### src/design/msf_pkg.sv
`default_nettype none
package msf_pkg;
  // register offsets
  localparam logic [7:0] MSF_ADDR_STATUS  = 8'h01;
  localparam logic [7:0] MSF_ADDR_GAIN    = 8'h03;
  localparam logic [7:0] MSF_ADDR_REFCTL  = 8'h05;
  localparam logic [7:0] MSF_ADDR_EXC1    = 8'h06;
  localparam logic [7:0] MSF_ADDR_EXC2    = 8'h07;
  localparam logic [7:0] MSF_ADDR_BIAS    = 8'h08;
  localparam logic [7:0] MSF_ADDR_SYSCTL  = 8'h09;
  // status bit positions
  localparam int MSF_BIT_POR       = 7;
  localparam int MSF_BIT_RDY       = 6;
  localparam int MSF_BIT_POS_HIGH  = 5;
  localparam int MSF_BIT_POS_LOW   = 4;
  localparam int MSF_BIT_NEG_HIGH  = 3;
  localparam int MSF_BIT_NEG_LOW   = 2;
  localparam int MSF_BIT_REF_THIRD = 1;
  localparam int MSF_BIT_REF_LOW   = 0;
  // field positions
  localparam int MSF_SYSCTL_PREPEND = 3;  // status_prepend_enable in 09h
  localparam int MSF_EXC1_FLT_EN    = 7;  // fault_monitor_enable in 06h
  localparam int MSF_BIAS_LEVEL     = 7;  // bias_level_select in 08h
  // reset values
  localparam logic [7:0] MSF_RST_GAIN   = 8'h00;
  localparam logic [7:0] MSF_RST_REFCTL = 8'h00;
  localparam logic [7:0] MSF_RST_EXC1   = 8'h00;
  localparam logic [7:0] MSF_RST_EXC2   = 8'hff;
  localparam logic [7:0] MSF_RST_BIAS   = 8'h00;
  localparam logic [7:0] MSF_RST_SYSCTL = 8'h00;
  // cycles the register map needs after reset before ready
  localparam int MSF_INIT_CYCLES = 16;
  // monitor selection codes
  typedef enum logic [2:0] {
    MSF_MON_OFF   = 3'b000,
    MSF_MON_RSVD  = 3'b001,
    MSF_MON_TEMP  = 3'b010,
    MSF_MON_AVDD  = 3'b011,
    MSF_MON_DVDD  = 3'b100,
    MSF_MON_BO_LO = 3'b101,
    MSF_MON_BO_MD = 3'b110,
    MSF_MON_BO_HI = 3'b111
  } msf_mon_t;
  // measurement path sources
  typedef enum logic [2:0] {
    MSF_SRC_INPUTS = 3'b000,
    MSF_SRC_TEMP   = 3'b001,
    MSF_SRC_AVDD4  = 3'b010,
    MSF_SRC_DVDD4  = 3'b011
  } msf_src_t;
endpackage
`default_nettype wire

### src/design/msf_top.sv
// Local design decision: strobed register access.
`default_nettype none
module msf_top
  import msf_pkg::*;
(
  input  wire logic       clk,
  input  wire logic       rstn,
  input  wire logic [7:0] addr,
  input  wire logic [7:0] wdata,
  input  wire logic       wr,
  input  wire logic       rd,
  output logic      [7:0] rdata,
  input  wire logic       conv_end,
  input  wire logic       amp_bypassed,
  input  wire logic       amp_pos_high,
  input  wire logic       amp_pos_low,
  input  wire logic       amp_neg_high,
  input  wire logic       amp_neg_low,
  input  wire logic       adc_pos_high,
  input  wire logic       adc_pos_low,
  input  wire logic       adc_neg_high,
  input  wire logic       adc_neg_low,
  input  wire logic       ref_below_low,
  input  wire logic       ref_below_third,
  output logic            conversion_done_out_n,
  output logic            prepend_status,
  output logic      [7:0] prepend_byte,
  output logic      [2:0] path_source,
  output logic            inputs_connected,
  output logic      [2:0] effective_gain,
  output logic            burnout_sources,
  output logic      [1:0] burnout_level,
  output logic      [3:0] excitation_magnitude,
  output logic      [3:0] source_one_pin_select,
  output logic      [3:0] source_two_pin_select,
  output logic            bias_level_select,
  output logic      [6:0] bias_pin_enables,
  output logic            rail_monitor_active
);
  localparam int CW = $clog2(MSF_INIT_CYCLES + 1);

  logic [7:0]    gain_r;
  logic [7:0]    refctl_r;
  logic [7:0]    exc1_r;
  logic [7:0]    exc2_r;
  logic [7:0]    bias_r;
  logic [7:0]    sysctl_r;
  logic          por_flag_r;
  logic [CW-1:0] init_cnt_r;
  logic          ready_r;
  logic [3:0]    rail_live;
  logic [5:0]    faults;
  logic [7:0]    status;
  msf_mon_t      mon;

  // supply monitor codes override the gain field
  function automatic logic is_supply(input msf_mon_t m);
    return (m == MSF_MON_AVDD) || (m == MSF_MON_DVDD);
  endfunction

  function automatic logic is_burnout(input msf_mon_t m);
    return (m == MSF_MON_BO_LO) || (m == MSF_MON_BO_MD) || (m == MSF_MON_BO_HI);
  endfunction

  assign mon       = msf_mon_t'(sysctl_r[2:0]);

  // start-up needs at least one cycle; control bits must sit where the
  // slices below expect them, since bias enables take bits 6..0
  if (MSF_INIT_CYCLES < 1) begin
    $error("msf_top: start-up count must be positive");
  end
  if (MSF_SYSCTL_PREPEND > 7 || MSF_EXC1_FLT_EN > 7 || MSF_BIAS_LEVEL != 7) begin
    $error("msf_top: control bit position does not fit its register");
  end
  // the status word is a plain concatenation, so the flag order is fixed
  if (MSF_BIT_POR != 7 || MSF_BIT_RDY != 6 || MSF_BIT_REF_LOW != 0) begin
    $error("msf_top: status layout differs from its concatenation");
  end

  // configuration registers
  always_ff @(posedge clk or negedge rstn) begin
    if (!rstn) begin
      gain_r   <= MSF_RST_GAIN;
      refctl_r <= MSF_RST_REFCTL;
      exc1_r   <= MSF_RST_EXC1;
      exc2_r   <= MSF_RST_EXC2;
      bias_r   <= MSF_RST_BIAS;
      sysctl_r <= MSF_RST_SYSCTL;
    end else if (wr) begin
      case (addr)
        MSF_ADDR_GAIN:   gain_r   <= wdata;
        MSF_ADDR_REFCTL: refctl_r <= wdata;
        MSF_ADDR_EXC1:   exc1_r   <= wdata;
        MSF_ADDR_EXC2:   exc2_r   <= wdata;
        MSF_ADDR_BIAS:   bias_r   <= wdata;
        MSF_ADDR_SYSCTL: sysctl_r <= wdata;
        default: ;
      endcase
    end
  end

  // power-on flag: only a written zero clears it, a one is ignored
  always_ff @(posedge clk or negedge rstn) begin
    if (!rstn) begin
      por_flag_r <= 1'b1;
    end else if (wr && addr == MSF_ADDR_STATUS && !wdata[MSF_BIT_POR]) begin
      por_flag_r <= 1'b0;
    end
  end

  // start-up counter; the map is considered settled after it expires
  always_ff @(posedge clk or negedge rstn) begin
    if (!rstn) begin
      init_cnt_r <= '0;
      ready_r    <= 1'b0;
    end else if (init_cnt_r != CW'(MSF_INIT_CYCLES)) begin
      init_cnt_r <= init_cnt_r + CW'(1);
    end else begin
      ready_r <= 1'b1;
    end
  end

  // comparators follow the amplifier, or the converter input when bypassed
  always_comb begin
    if (amp_bypassed) begin
      rail_live = {adc_pos_high, adc_pos_low, adc_neg_high, adc_neg_low};
    end else begin
      rail_live = {amp_pos_high, amp_pos_low, amp_neg_high, amp_neg_low};
    end
  end

  // rail flags gated by 06h enable; reference flags by 05h enables
  msf_fault_latch #(
    .WIDTH(4)
  ) u_rail (
    .clk      (clk),
    .rstn     (rstn),
    .enable   (exc1_r[MSF_EXC1_FLT_EN]),
    .live     (rail_live),
    .conv_end (conv_end),
    .latched  (faults[5:2])
  );

  msf_fault_latch #(
    .WIDTH(2)
  ) u_ref (
    .clk      (clk),
    .rstn     (rstn),
    .enable   (refctl_r[0] | refctl_r[1]),
    .live     ({ref_below_third, ref_below_low}),
    .conv_end (conv_end),
    .latched  (faults[1:0])
  );

  // ready bit reads low when ready (active-low flag)
  assign status = {por_flag_r, ~ready_r, faults};

  // read port: data one cycle after strobe, zero when unmapped
  always_ff @(posedge clk or negedge rstn) begin
    if (!rstn) begin
      rdata <= 8'h00;
    end else if (rd) begin
      case (addr)
        MSF_ADDR_STATUS: rdata <= status;
        MSF_ADDR_GAIN:   rdata <= gain_r;
        MSF_ADDR_REFCTL: rdata <= refctl_r;
        MSF_ADDR_EXC1:   rdata <= exc1_r;
        MSF_ADDR_EXC2:   rdata <= exc2_r;
        MSF_ADDR_BIAS:   rdata <= bias_r;
        MSF_ADDR_SYSCTL: rdata <= sysctl_r;
        default:         rdata <= 8'h00;
      endcase
    end else begin
      rdata <= 8'h00;
    end
  end

  // data-ready style output: low for one cycle after a conversion end,
  // the same edge on which the flags move
  always_ff @(posedge clk or negedge rstn) begin
    if (!rstn) begin
      conversion_done_out_n <= 1'b1;
    end else begin
      conversion_done_out_n <= ~conv_end;
    end
  end

  // prepend enable follows the system control register
  always_ff @(posedge clk or negedge rstn) begin
    if (!rstn) begin
      prepend_status <= 1'b0;
    end else begin
      prepend_status <= sysctl_r[MSF_SYSCTL_PREPEND];
    end
  end

  // prepended status snapshot, taken at conversion end before the flags move
  always_ff @(posedge clk or negedge rstn) begin
    if (!rstn) begin
      prepend_byte <= 8'h00;
    end else if (conv_end) begin
      prepend_byte <= status;
    end
  end

  // measurement path routing from the monitor selection
  always_ff @(posedge clk or negedge rstn) begin
    if (!rstn) begin
      path_source      <= MSF_SRC_INPUTS;
      inputs_connected <= 1'b1;
    end else begin
      case (mon)
        MSF_MON_TEMP: begin
          path_source      <= MSF_SRC_TEMP;
          inputs_connected <= 1'b0;
        end
        MSF_MON_AVDD: begin
          path_source      <= MSF_SRC_AVDD4;
          inputs_connected <= 1'b0;
        end
        MSF_MON_DVDD: begin
          path_source      <= MSF_SRC_DVDD4;
          inputs_connected <= 1'b0;
        end
        default: begin
          path_source      <= MSF_SRC_INPUTS;
          inputs_connected <= 1'b1;
        end
      endcase
    end
  end

  // gain follows the register except under a supply monitor, which always
  // measures at gain one; the temperature path keeps the programmed gain
  always_ff @(posedge clk or negedge rstn) begin
    if (!rstn) begin
      effective_gain <= 3'b000;
    end else begin
      effective_gain <= is_supply(mon) ? 3'b000 : gain_r[2:0];
    end
  end

  // burn-out sources: one sources into the positive input, one sinks
  // from the negative; a single enable drives both as a matched pair
  always_ff @(posedge clk or negedge rstn) begin
    if (!rstn) begin
      burnout_sources <= 1'b0;
      burnout_level   <= 2'b00;
    end else begin
      burnout_sources <= is_burnout(mon);
      burnout_level   <= is_burnout(mon) ? (sysctl_r[1:0] - 2'b01) : 2'b00;
    end
  end

  // excitation settings; both sources may name the same pin, no check needed
  always_ff @(posedge clk or negedge rstn) begin
    if (!rstn) begin
      excitation_magnitude  <= MSF_RST_EXC1[3:0];
      source_one_pin_select <= MSF_RST_EXC2[3:0];
      source_two_pin_select <= MSF_RST_EXC2[7:4];
    end else begin
      excitation_magnitude  <= exc1_r[3:0];
      source_one_pin_select <= exc2_r[3:0];
      source_two_pin_select <= exc2_r[7:4];
    end
  end

  // bias generator level and per-pin enables
  always_ff @(posedge clk or negedge rstn) begin
    if (!rstn) begin
      bias_level_select <= 1'b0;
      bias_pin_enables  <= 7'h00;
    end else begin
      bias_level_select <= bias_r[MSF_BIAS_LEVEL];
      bias_pin_enables  <= bias_r[6:0];
    end
  end

  // rail monitor enable shown to the analogue side
  always_ff @(posedge clk or negedge rstn) begin
    if (!rstn) begin
      rail_monitor_active <= 1'b0;
    end else begin
      rail_monitor_active <= exc1_r[MSF_EXC1_FLT_EN];
    end
  end
endmodule
`default_nettype wire

### src/design/msf_fault_latch.sv
`default_nettype none
// accumulates comparator hits over one conversion, publishes at its end
module msf_fault_latch #(
  parameter int WIDTH = 6
) (
  input  wire logic             clk,
  input  wire logic             rstn,
  input  wire logic             enable,
  input  wire logic [WIDTH-1:0] live,
  input  wire logic             conv_end,
  output logic      [WIDTH-1:0] latched
);
  logic [WIDTH-1:0] acc_r;

  initial begin
    if (WIDTH < 1) $error("msf_fault_latch: WIDTH must be positive");
  end

  // sticky within a cycle; restart so a cleared fault drops next end
  always_ff @(posedge clk or negedge rstn) begin
    if (!rstn) begin
      acc_r <= '0;
    end else if (conv_end) begin
      acc_r <= '0;
    end else if (enable) begin
      acc_r <= acc_r | live;
    end
  end

  // published flags move only at a conversion end
  always_ff @(posedge clk or negedge rstn) begin
    if (!rstn) begin
      latched <= '0;
    end else if (conv_end) begin
      latched <= enable ? (acc_r | live) : '0;
    end
  end
endmodule
`default_nettype wire

### config.mk
export PLATFORM = sky130hd
export DESIGN_NAME = msf_top
export DESIGN_NICKNAME = d
export VERILOG_FILES = /design/src/design/msf_pkg.sv /design/src/design/msf_top.sv /design/src/design/msf_fault_latch.sv
export SDC_FILE = /design/constraint.sdc
export NUM_CORES = 1
export LEC_CHECK = 0
export BUFFER_PORTS_ARGS = -buffer_cell sky130_fd_sc_hd__buf_2
export CORE_ASPECT_RATIO = 1.1
export CORE_MARGIN = 2
export CORE_UTILIZATION = 30
export CTS_CLUSTER_DIAMETER = 50
export CTS_CLUSTER_SIZE = 8
export DETAILED_ROUTE_END_ITERATION = 6
export PLACE_DENSITY = 0.48
export SETUP_SLACK_MARGIN = 0.15
export SYNTH_ARGS = -nofsm -noshare
export SYNTH_HDL_FRONTEND = slang
export SYNTH_HIERARCHICAL = 1
export SYNTH_SLANG_ARGS = --single-unit
### constraint.sdc
create_clock -name clk -period 1.4 [get_ports clk]
set_input_delay 0.07 -clock clk [delete_from_list [all_inputs] [get_ports clk]]
set_output_delay 0.07 -clock clk [all_outputs]
set_load 0.03 [all_outputs]
# [Yosys cells after proc, flatten, opt, wreduce, memory -nomap -nowiden]
# Cells that the tools add are included.
[totals] ff_bits=116 latchBits=0 mem_bits_rw=0 rom_bits=0 input_bits=32 output_inout_bits=49 elab_cells=77 mem_count=0
[op_classes] add_sub_neg=2 multipliers=0 div_mod_pow=0 magnitude_cmp=0 eq_ne=14 shift=0 mux=13 bitwise_logic=5 n_reduce_logical=15
[op_table] op="$pmux W8 S7" count=1
[op_table] op="$eq A8 B3 Y1 const B" count=3
[op_table] op="$eq A8 B4 Y1 const B" count=2
[op_table] op="$mux W4" count=4
[op_table] op="$eq A3 B3 Y1 const B" count=4
[op_table] op="$reduce_and A2 Y1" count=6
[op_table] op="$eq A8 B1 Y1 const B" count=1
[op_table] op="$eq A8 B2 Y1 const B" count=1
[op_table] op="$mux W2" count=4
[op_table] op="$mux W8" count=1
[op_table] op="$eq A3 B2 Y1 const B" count=2
[op_table] op="$pmux W2 S3" count=1
[op_table] op="$add A5 B1 Y5 const B" count=1
[op_table] op="$ne A5 B5 Y1 const B" count=1
[op_table] op="$or A4 B4 Y4" count=1
[op_table] op="$reduce_bool A2 Y1" count=2
[op_table] op="$logic_or A1 B1 Y1" count=3
[op_table] op="$mux W3" count=1
[op_table] op="$reduce_or A3 Y1" count=1
[op_table] op="$logic_and A1 B1 Y1" count=2
[op_table] op="$not A1 Y1" count=2
[op_table] op="$or A2 B2 Y2" count=1
[op_table] op="$sub A2 B1 Y2 const B" count=1
[op_table] op="$logic_not A1 Y1" count=1
[op_table] op="other kinds (2)" count=2

# [Logic depth before layout (Yosys ltp)]
# Gate-level depths: netlist (run 1).
[logic_depth] ltp_word=4 mapped_depth=7 ltp_nobuf=5

# [By module]
# Netlist (run 1), hierarchy kept.
[modules_own_cells] module="msf_top" n_inst=1 cells_per_inst=284 area_each_um2=4379.2 seq_area_each_um2=2601.2
[modules_own_cells] module="msf_fault_latch at u_rail" n_inst=1 cells_per_inst=30 area_each_um2=337.8 seq_area_each_um2=200.2
[modules_own_cells] module="msf_fault_latch at u_ref" n_inst=1 cells_per_inst=15 area_each_um2=148.9 seq_area_each_um2=100.1

# [Worst setup path after synthesis (run 1)]
# OpenSTA, ideal clock, no wires.
[synth_timing] path_kind="input port to flip-flop" start="input port addr[3]" end="register rdata[3]" setup_time_ns=0.140 arrival_ns=1.260 required_time_ns=1.260 setup_slack_ns=0.000 path_stages=7 path_buffers=3 cell_sequence="buf_4 > and3b_1 > buf_6 > buf_6 > a221o_1 > a222oi_1 > nor2_1"
[synth_between] elab_chain_cells=3 word_cells_on_any_way=9 cone_classes="eq/ne: 7; mux: 2"
[synth_rtl] element="from (decl)" line_no="msf_top.sv:8" text="input wire logic [7:0] addr,"
[synth_rtl] element="$eq A8 B4 Y1 (tied with other cells)" line_no="msf_top.sv:163" text="case (addr)"
[synth_rtl] element="$pmux W8 S7 *" line_no="msf_top.sv:163"
[synth_rtl] element="$mux W8 *" line_no="msf_top.sv:162" text="end else if (rd) begin"
[synth_rtl] element="to (signal assigned)" line_no="msf_top.sv:164" text="MSF_ADDR_STATUS: rdata <= status;"
[synth_rtl] element="to (signal assigned)" line_no="msf_top.sv:165" text="MSF_ADDR_GAIN: rdata <= gain_r;"
[synth_rtl] element="to (signal assigned)" line_no="msf_top.sv:166" text="MSF_ADDR_REFCTL: rdata <= refctl_r;"
[synth_rtl] element="to (decl)" line_no="msf_top.sv:12" text="output logic [7:0] rdata,"
# Mark *: on every way between the ends. The rest lies on a longest branch, timed or not.
# A chain may end at the register's enable or synchronous reset.

# [Worst setup path in the final report (run 1)]
[layout_timing] start="register sysctl_r[1]" end="register rdata[1]"
[layout_between] elab_chain_cells=2
[layout_rtl] element="from (decl)" line_no="msf_top.sv:47" text="logic [7:0] sysctl_r;"
[layout_rtl] element="from (signal assigned)" line_no="msf_top.sv:96" text="MSF_ADDR_SYSCTL: sysctl_r <= wdata;"
[layout_rtl] element="$pmux W8 S7" line_no="msf_top.sv:163"
[layout_rtl] element="$mux W8" line_no="msf_top.sv:162"
# No other way between the ends.

==> results by group, run 1 <==
Run status
  • Status: finished clean

Worst setup path
  • CP required: 1.68 ns
  • Origin of the worst setup path: sysctl_r[1]
  • Reg2reg path depth: 3
  • R2R Path Start: sysctl_r[1]
  • R2r setup slk: 0.1 ns
  • CP Max Fanout: 4
  • Endpoint class of the critical path: register
  • Worst path cell trace: a221o_1, a222oi_1, nor2_1
  • WP data arrival: 1.58 ns
  • Worst setup path class: reg2reg
  • Critical path's slowest cell: dfrtp_2
  • Worst Setup Start Kind: register
  • Critical R2R Capture: rdata[1]
  • Crit path largest cell delay: 0.44 ns

Global route
  • First-pass GRT wire length: 18.8 mm
  • Number of global-route vias before repair: 3299
  • GR Util met1: 19.6%
  • Initial antenna violation count: 0
  • Largest net degree at the start of global routing: 39
  • GR Layer Usage met3: 4.31%
  • Grt ovf: 0
  • Busiest grt layer: met2
  • Met2 usage: 22.4%
  • GRT Total Usage: 14.5%

Min path
  • Hold Crit Class: in2reg
  • WHS Endpoint: u_rail/acc_r[3]
  • Hold Startpoint: adc_pos_high
  • Worst hold stages: 4

Pwr
  • Switching power: 2.03 mW
  • Flop pwr share: 40.2%
  • Lkg Pwr: 3.39 nW
  • Internal power: 6.83 mW
  • Net Sw Frac: 22.9%
  • Clock Power Share: 51.2%
  • Pwr dens: 1330 mW/mm^2
  • Worst IR Drop VDD: 0.758 mV
  • Combinational share of power: 8.6%

Clock tree
  • Clock buffer count from CTS: 17
  • Skew-Pair Late Insertion Delay: 0.41 ns
  • Clk buf depth: 2
  • CTS root buffer: clkbuf_16
  • Clock-pin transition on the worst setup and hold timing paths: 0.06 ns
  • Clock Sinks: 115
  • CTS tree: done
  • Htree depth: 4

Place
  • DP HPWL: 8.11 mm
  • IO buf count: 79
  • Setup WS pre-CTS: -0.237 ns
  • Placed cell area: 0.00576 mm^2
  • GPL Wtd Cong: 0.756

Timing
  • Final setup margin: 0.0984 ns
  • Unrepaired setup endpoints after global routing: yes
  • # setup viols final: 0
  • WHS: 0.0499 ns
  • Post-Route Setup TNS: 0 ns
  • Period utilization: 93.0%
  • Hold Vio Cnt, Final: 0
  • Minimum clock period after layout: 1.30 ns
  • Worst Skew: 0.00752 ns
  • Max Slew Vio Count: 0
  • FMAX: 0.768 GHz

Drt
  • Drt total wl: 12.0 mm
  • Routed len/inst: 17.6 um
  • DR pass1 iterations: 4
  • Via Count: 3219
  • Vias per std cell: 4.73
  • Post-route ant nets: 0
  • DRC Markers: 0
  • Initial drt markers: 120

Final layout
  • # diodes: 0
  • Layout net count: 506
  • Post-route cell area: 0.00667 mm^2
  • Layout cells sized above 1: 54.5%
  • Layout area overhead: 37.1%

Synthesis
  • Ys flop type: dfrtp_1
  • Share of the yosys chip area belonging to registers: 59.6%
  • Top cells by count, synth: dfrtp_1 (96), mux2_4 (32), nor2_1 (25), dfstp_2 (19), inv_1 (18)
  • Count leader, synth: dfrtp_1
  • Ys async rst share: 100%
  • Post-synth top area share: 49.4%
  • Yosys cell types: 47
  • Synth area leaders: dfrtp_1 (49%), dfstp_2 (10%), mux2_4 (9.9%), mux2_1 (3.7%), a221o_1 (2.9%)
  • Synth Register Bits: 115
  • Synthesis Warnings: 6
  • Largest area contributor in the netlist: dfrtp_1
  • Post-synthesis cell count: 329
  • Post-Syn Nets: 367
  • Number of flops mapped to enable cells by yosys: 0
  • Mean Syn Cell Area: 14.8 um^2
  • Post-Syn Area: 0.00487 mm^2

Die
  • Floorplan Core Area: 0.0158 mm^2
  • Die area: 0.0173 mm^2
  • Num ports: 81
  • Die W: 125 um
  • Die Y: 138 um
  • Num rows: 48
  • Starting density of the core: 30.8%

Run
  • Max Cap Viol: 0
## final cells by class
cell class	count	area, um^2
clock buffer	18	439
clock inverter	14	186
fill	1492	9130
inverter	18	70.1
multi-input combinational	180	1880
sequential	115	2900
tap	200	250
timing repair buffer	136	937
## kinds of logic (layout without fill, tap and decap cells)
group,after synthesis,count (layout),synth area share (%)
other cells,1,1,0.0771
simple gates,57,57,8.59
flops,115,115,59.6
fa+ha+maj,6,6,1.54
xor+xnor,4,4,0.720
compound gates,52,52,9.21
buf+inv,34,186,3.88
mux,60,60,16.4
## state kept, by name, indices dropped and copies added (netlist names), 2 cells and up
register	count
bias_r	8
exc1_r	8
exc2_r	8
gain_r	8
prepend_byte	8
rdata	8
refctl_r	8
sysctl_r	8
bias_pin_enables	7
init_cnt_r	5
excitation_magnitude	4
source_one_pin_select	4
source_two_pin_select	4
u_rail/acc_r	4
u_rail/latched	4
effective_gain	3
burnout_level	2
path_source	2
u_ref/acc_r	2
u_ref/latched	2
## cell usage in the layout (no fill, tap or decap), drive strengths merged, types with 8 or more instances in the layout
master	instances
mux2	60
a22o	8
dfstp	19
clkbuf	18
nor2	25
a221o	14
dlygate4sd3	13
buf	123
inv	18
dfrtp	96
## critical path: cells and delay by family (launching register included)
| kind | cells | cell delay [ns] |
|---|---|---|
| simple gates | 1 | 0.11 |
| flops | 1 | 0.44 |
| compound gates | 2 | 0.62 |
## metrics by stage
stage	total power, mW	util [%]	std cells
after floorplan	4.01	-	329
after global placement	4.32	36.4	622
after detailed placement	4.33	36.4	622
after CTS	8.97	41.5	671
after global routing	9.27	42.2	681
final	8.87	42.2	681
## layer usage
| metal | vias to the layer above | part of all wire, % |
|---|---|---|
| li1 | 1471 | - |
| met1 | 1644 | 45 |
| met2 | 95 | 49 |
| met3 | 9 | 5.3 |
| met4 | 0 | 1.2 |
| met5 | - | 0 |
## power groups by stage
stage	clock network (mW)	registers [mW]	logic (mW)
2_1_floorplan	0	3.71	0.307
3_3_place_gp	0	3.62	0.696
3_5_place_dp	0	3.62	0.705
4_1_cts	4.66	3.57	0.741
5_1_grt	4.86	3.58	0.832
6_report	4.54	3.56	0.764
## how the worst max path moves through the flow
stage                         end  slack (ns)
floorplan             refctl_r[0]        0.02
global placement      sysctl_r[6]       -0.20
detailed placement    sysctl_r[5]       -0.24
CTS                 init_cnt_r[1]        0.11
global route             rdata[1]        0.04
finish                   rdata[1]         0.1
## repair_timing
action / CTS / global route
buffers inserted: 4 / 10
hold buffers: 13 / 0
hold endpoints to repair: 152 / 0
setup endpoints to repair: 12 / 17
gates resized for setup: 3 / 12
pin swaps: 4 / 6
Power figures use the tool's default switching activity.
==> run 2, diff against run 1 <==
==> constraint.sdc (replaced) <==
create_clock -name clk -period 1.4 [get_ports clk]
set_input_delay 0.14 -clock clk [delete_from_list [all_inputs] [get_ports clk]]
set_output_delay 0.14 -clock clk [all_outputs]
set_load 0.03 [all_outputs]
==> run 2 against run 1 <==
- clock-buffer cell count up 4
- sequential power is essentially flat
- critical endpoint is now init_cnt_r[1]
- clock power down 8.4%
- via count shrank 3.7%
- core utilization shrank 0.82 points
- power is 4.3% lower
- critical path depth is 1 higher
- design area decreased by 1.9%
- final cell count is 2.1% lower
- combinational power is 1% lower
==> results by group, run 2 (synthesis gave the netlist of run 1 again) <==
Run status
  • Status: finished clean

Min path
  • Hold Crit Class: in2reg

Drt
  • Post-route ant nets: 0
  • Routed len/inst: 17.6 um
  • Initial drt markers: 209
  • DRC Markers: 0
  • Vias per std cell: 4.65
  • Via Count: 3101
  • DR pass1 iterations: 4
  • Drt total wl: 11.8 mm

Clock tree
  • Htree depth: 4
  • CTS root buffer: clkbuf_16
  • Skew-Pair Late Insertion Delay: 0.40 ns
  • Clock-pin transition on the worst setup and hold timing paths: 0.05 ns
  • CTS tree: done
  • Clock Sinks: 115
  • Clk buf depth: 2
  • Clock buffer count from CTS: 17

Global route
  • Largest net degree at the start of global routing: 33
  • Grt ovf: 0
  • Initial antenna violation count: 0
  • Number of global-route vias before repair: 3391
  • First-pass GRT wire length: 19.1 mm
  • GRT Total Usage: 14.8%

Final layout
  • Layout area overhead: 34.4%
  • # diodes: 0
  • Layout cells sized above 1: 54.6%
  • Most frequent cells in the layout: dfrtp_1 (94), buf_2 (67), mux2_4 (49)
  • Layout net count: 496
  • Commonest non-fill, non-tap cell in the layout: dfrtp_1
  • Layout fillers: 1443

Pwr
  • Worst IR Drop VDD: 0.845 mV
  • Net Sw Frac: 22.5%
  • Flop pwr share: 42.0%
  • Clock Power Share: 49.1%
  • Switching power: 1.91 mW
  • Combinational share of power: 8.9%
  • Pwr dens: 1300 mW/mm^2
  • Lkg Pwr: 3.35 nW
  • Internal power: 6.57 mW

Timing
  • Max Slew Vio Count: 0
  • Worst Skew: 0.00699 ns
  • Post-Route Setup TNS: 0 ns
  • # setup viols final: 0
  • FMAX: 0.762 GHz
  • Unrepaired setup endpoints after global routing: yes
  • Minimum clock period after layout: 1.31 ns
  • Period utilization: 93.8%
  • Hold Vio Cnt, Final: 0
  • Final setup margin: 0.0869 ns

Worst setup path
  • Worst path cell trace: inv_1, ha_2, and4bb_2, mux2_4
  • WP data arrival: 1.60 ns
  • Worst Setup Start Kind: register
  • CP required: 1.68 ns
  • Crit path buffers/inverters: 1
  • Endpoint class of the critical path: register
  • Critical path's slowest cell: dfrtp_1
  • Worst setup path class: reg2reg
  • Crit path largest cell delay: 0.38 ns
  • Delay-heaviest family, CP: flip-flops
  • CP Max Fanout: 3

Place
  • DP HPWL: 8.24 mm
  • Setup WS pre-CTS: -0.240 ns
  • GPL Wtd Cong: 0.754
  • IO buf count: 79

Die
  • Die W: 125 um
  • Num ports: 81
  • Num rows: 48
  • Starting density of the core: 30.8%
  • Floorplan Core Area: 0.0158 mm^2
  • Die Y: 138 um
  • Die area: 0.0173 mm^2

Run
  • Max Cap Viol: 0
-- run 2: worst register-to-register path: stages, from the launching register on --
cell	delay [ns]
dfrtp_1	0.38
inv_1	0.06
ha_2	0.16
and4bb_2	0.28
mux2_4	0.31
-- run 2: cell type report --
type,count,area [um^2],area share (%)
Clock buffer,22,484,7.40
Clock inverter,6,80.1,1.22
Inverter,18,67.6,1.03
Multi-Input combinational cell,180,1850,28.3
Sequential cell,115,2900,44.4
Tap cell,200,250,3.83
Timing Repair Buffer,126,905,13.8
-- run 2: through the flow --
step / hold slack (ns) / power (mW) / area (um^2) / cells / utilization [%]
after CTS: 0.00373 / 8.58 / 6470 / 662 / 41.0
after floorplan: -0.156 / 4.02 / 4950 / 329 / -
after detailed placement: 0.0857 / 4.34 / 5800 / 625 / 36.7
after global placement: 0.0873 / 4.33 / 5800 / 625 / 36.7
final: 0.0222 / 8.48 / 6540 / 667 / 41.4
after global routing: 0.0216 / 8.84 / 6540 / 667 / 41.4
-- run 2: routing by layer --
layer	wire length, um	vias to the layer above	GRT usage (%)	part of all wire [%]
li1	-	1443	-	-
met1	5240	1561	19.3	45
met2	5830	83	23.0	50
met3	524	14	4.74	4.5
met4	163	0	5.68	1.4
met5	0	-	0	0
-- run 2: timing repair --
| item | 4_1_cts | 5_1_grt |
|---|---|---|
| hold endpoints to repair | 70 | 0 |
| gates resized for setup | 10 | 14 |
| setup endpoints to repair | 19 | 36 |
| hold buffers | 3 | 0 |
| pin swaps | 3 | 8 |
| setup buffers | 6 | 5 |
-- run 2: final timing paths --
check / from / to / slack, ns / cells past startpoint
min in group asynchronous: rstn / bias_pin_enables[0] / 0.20 / 2
setup / recovery: init_cnt_r[0] / init_cnt_r[1] / 0.09 / 4
hold reg to reg: exc2_r[3] / source_one_pin_select[3] / 0.38 / 0
max in group asynchronous: rstn / conversion_done_out_n / 0.62 / 3
hold / removal: ref_below_low / u_ref/acc_r[0] / 0.02 / 3
setup reg to reg: init_cnt_r[0] / init_cnt_r[1] / 0.09 / 4
-- run 2: power by group through the flow --
stage,clock network [mW],logic (mW),registers (mW)
global route,4.44,0.819,3.58
detailed placement,0,0.722,3.62
finish,4.16,0.754,3.57
CTS,4.26,0.749,3.57
global placement,0,0.714,3.62
floorplan,0,0.308,3.71
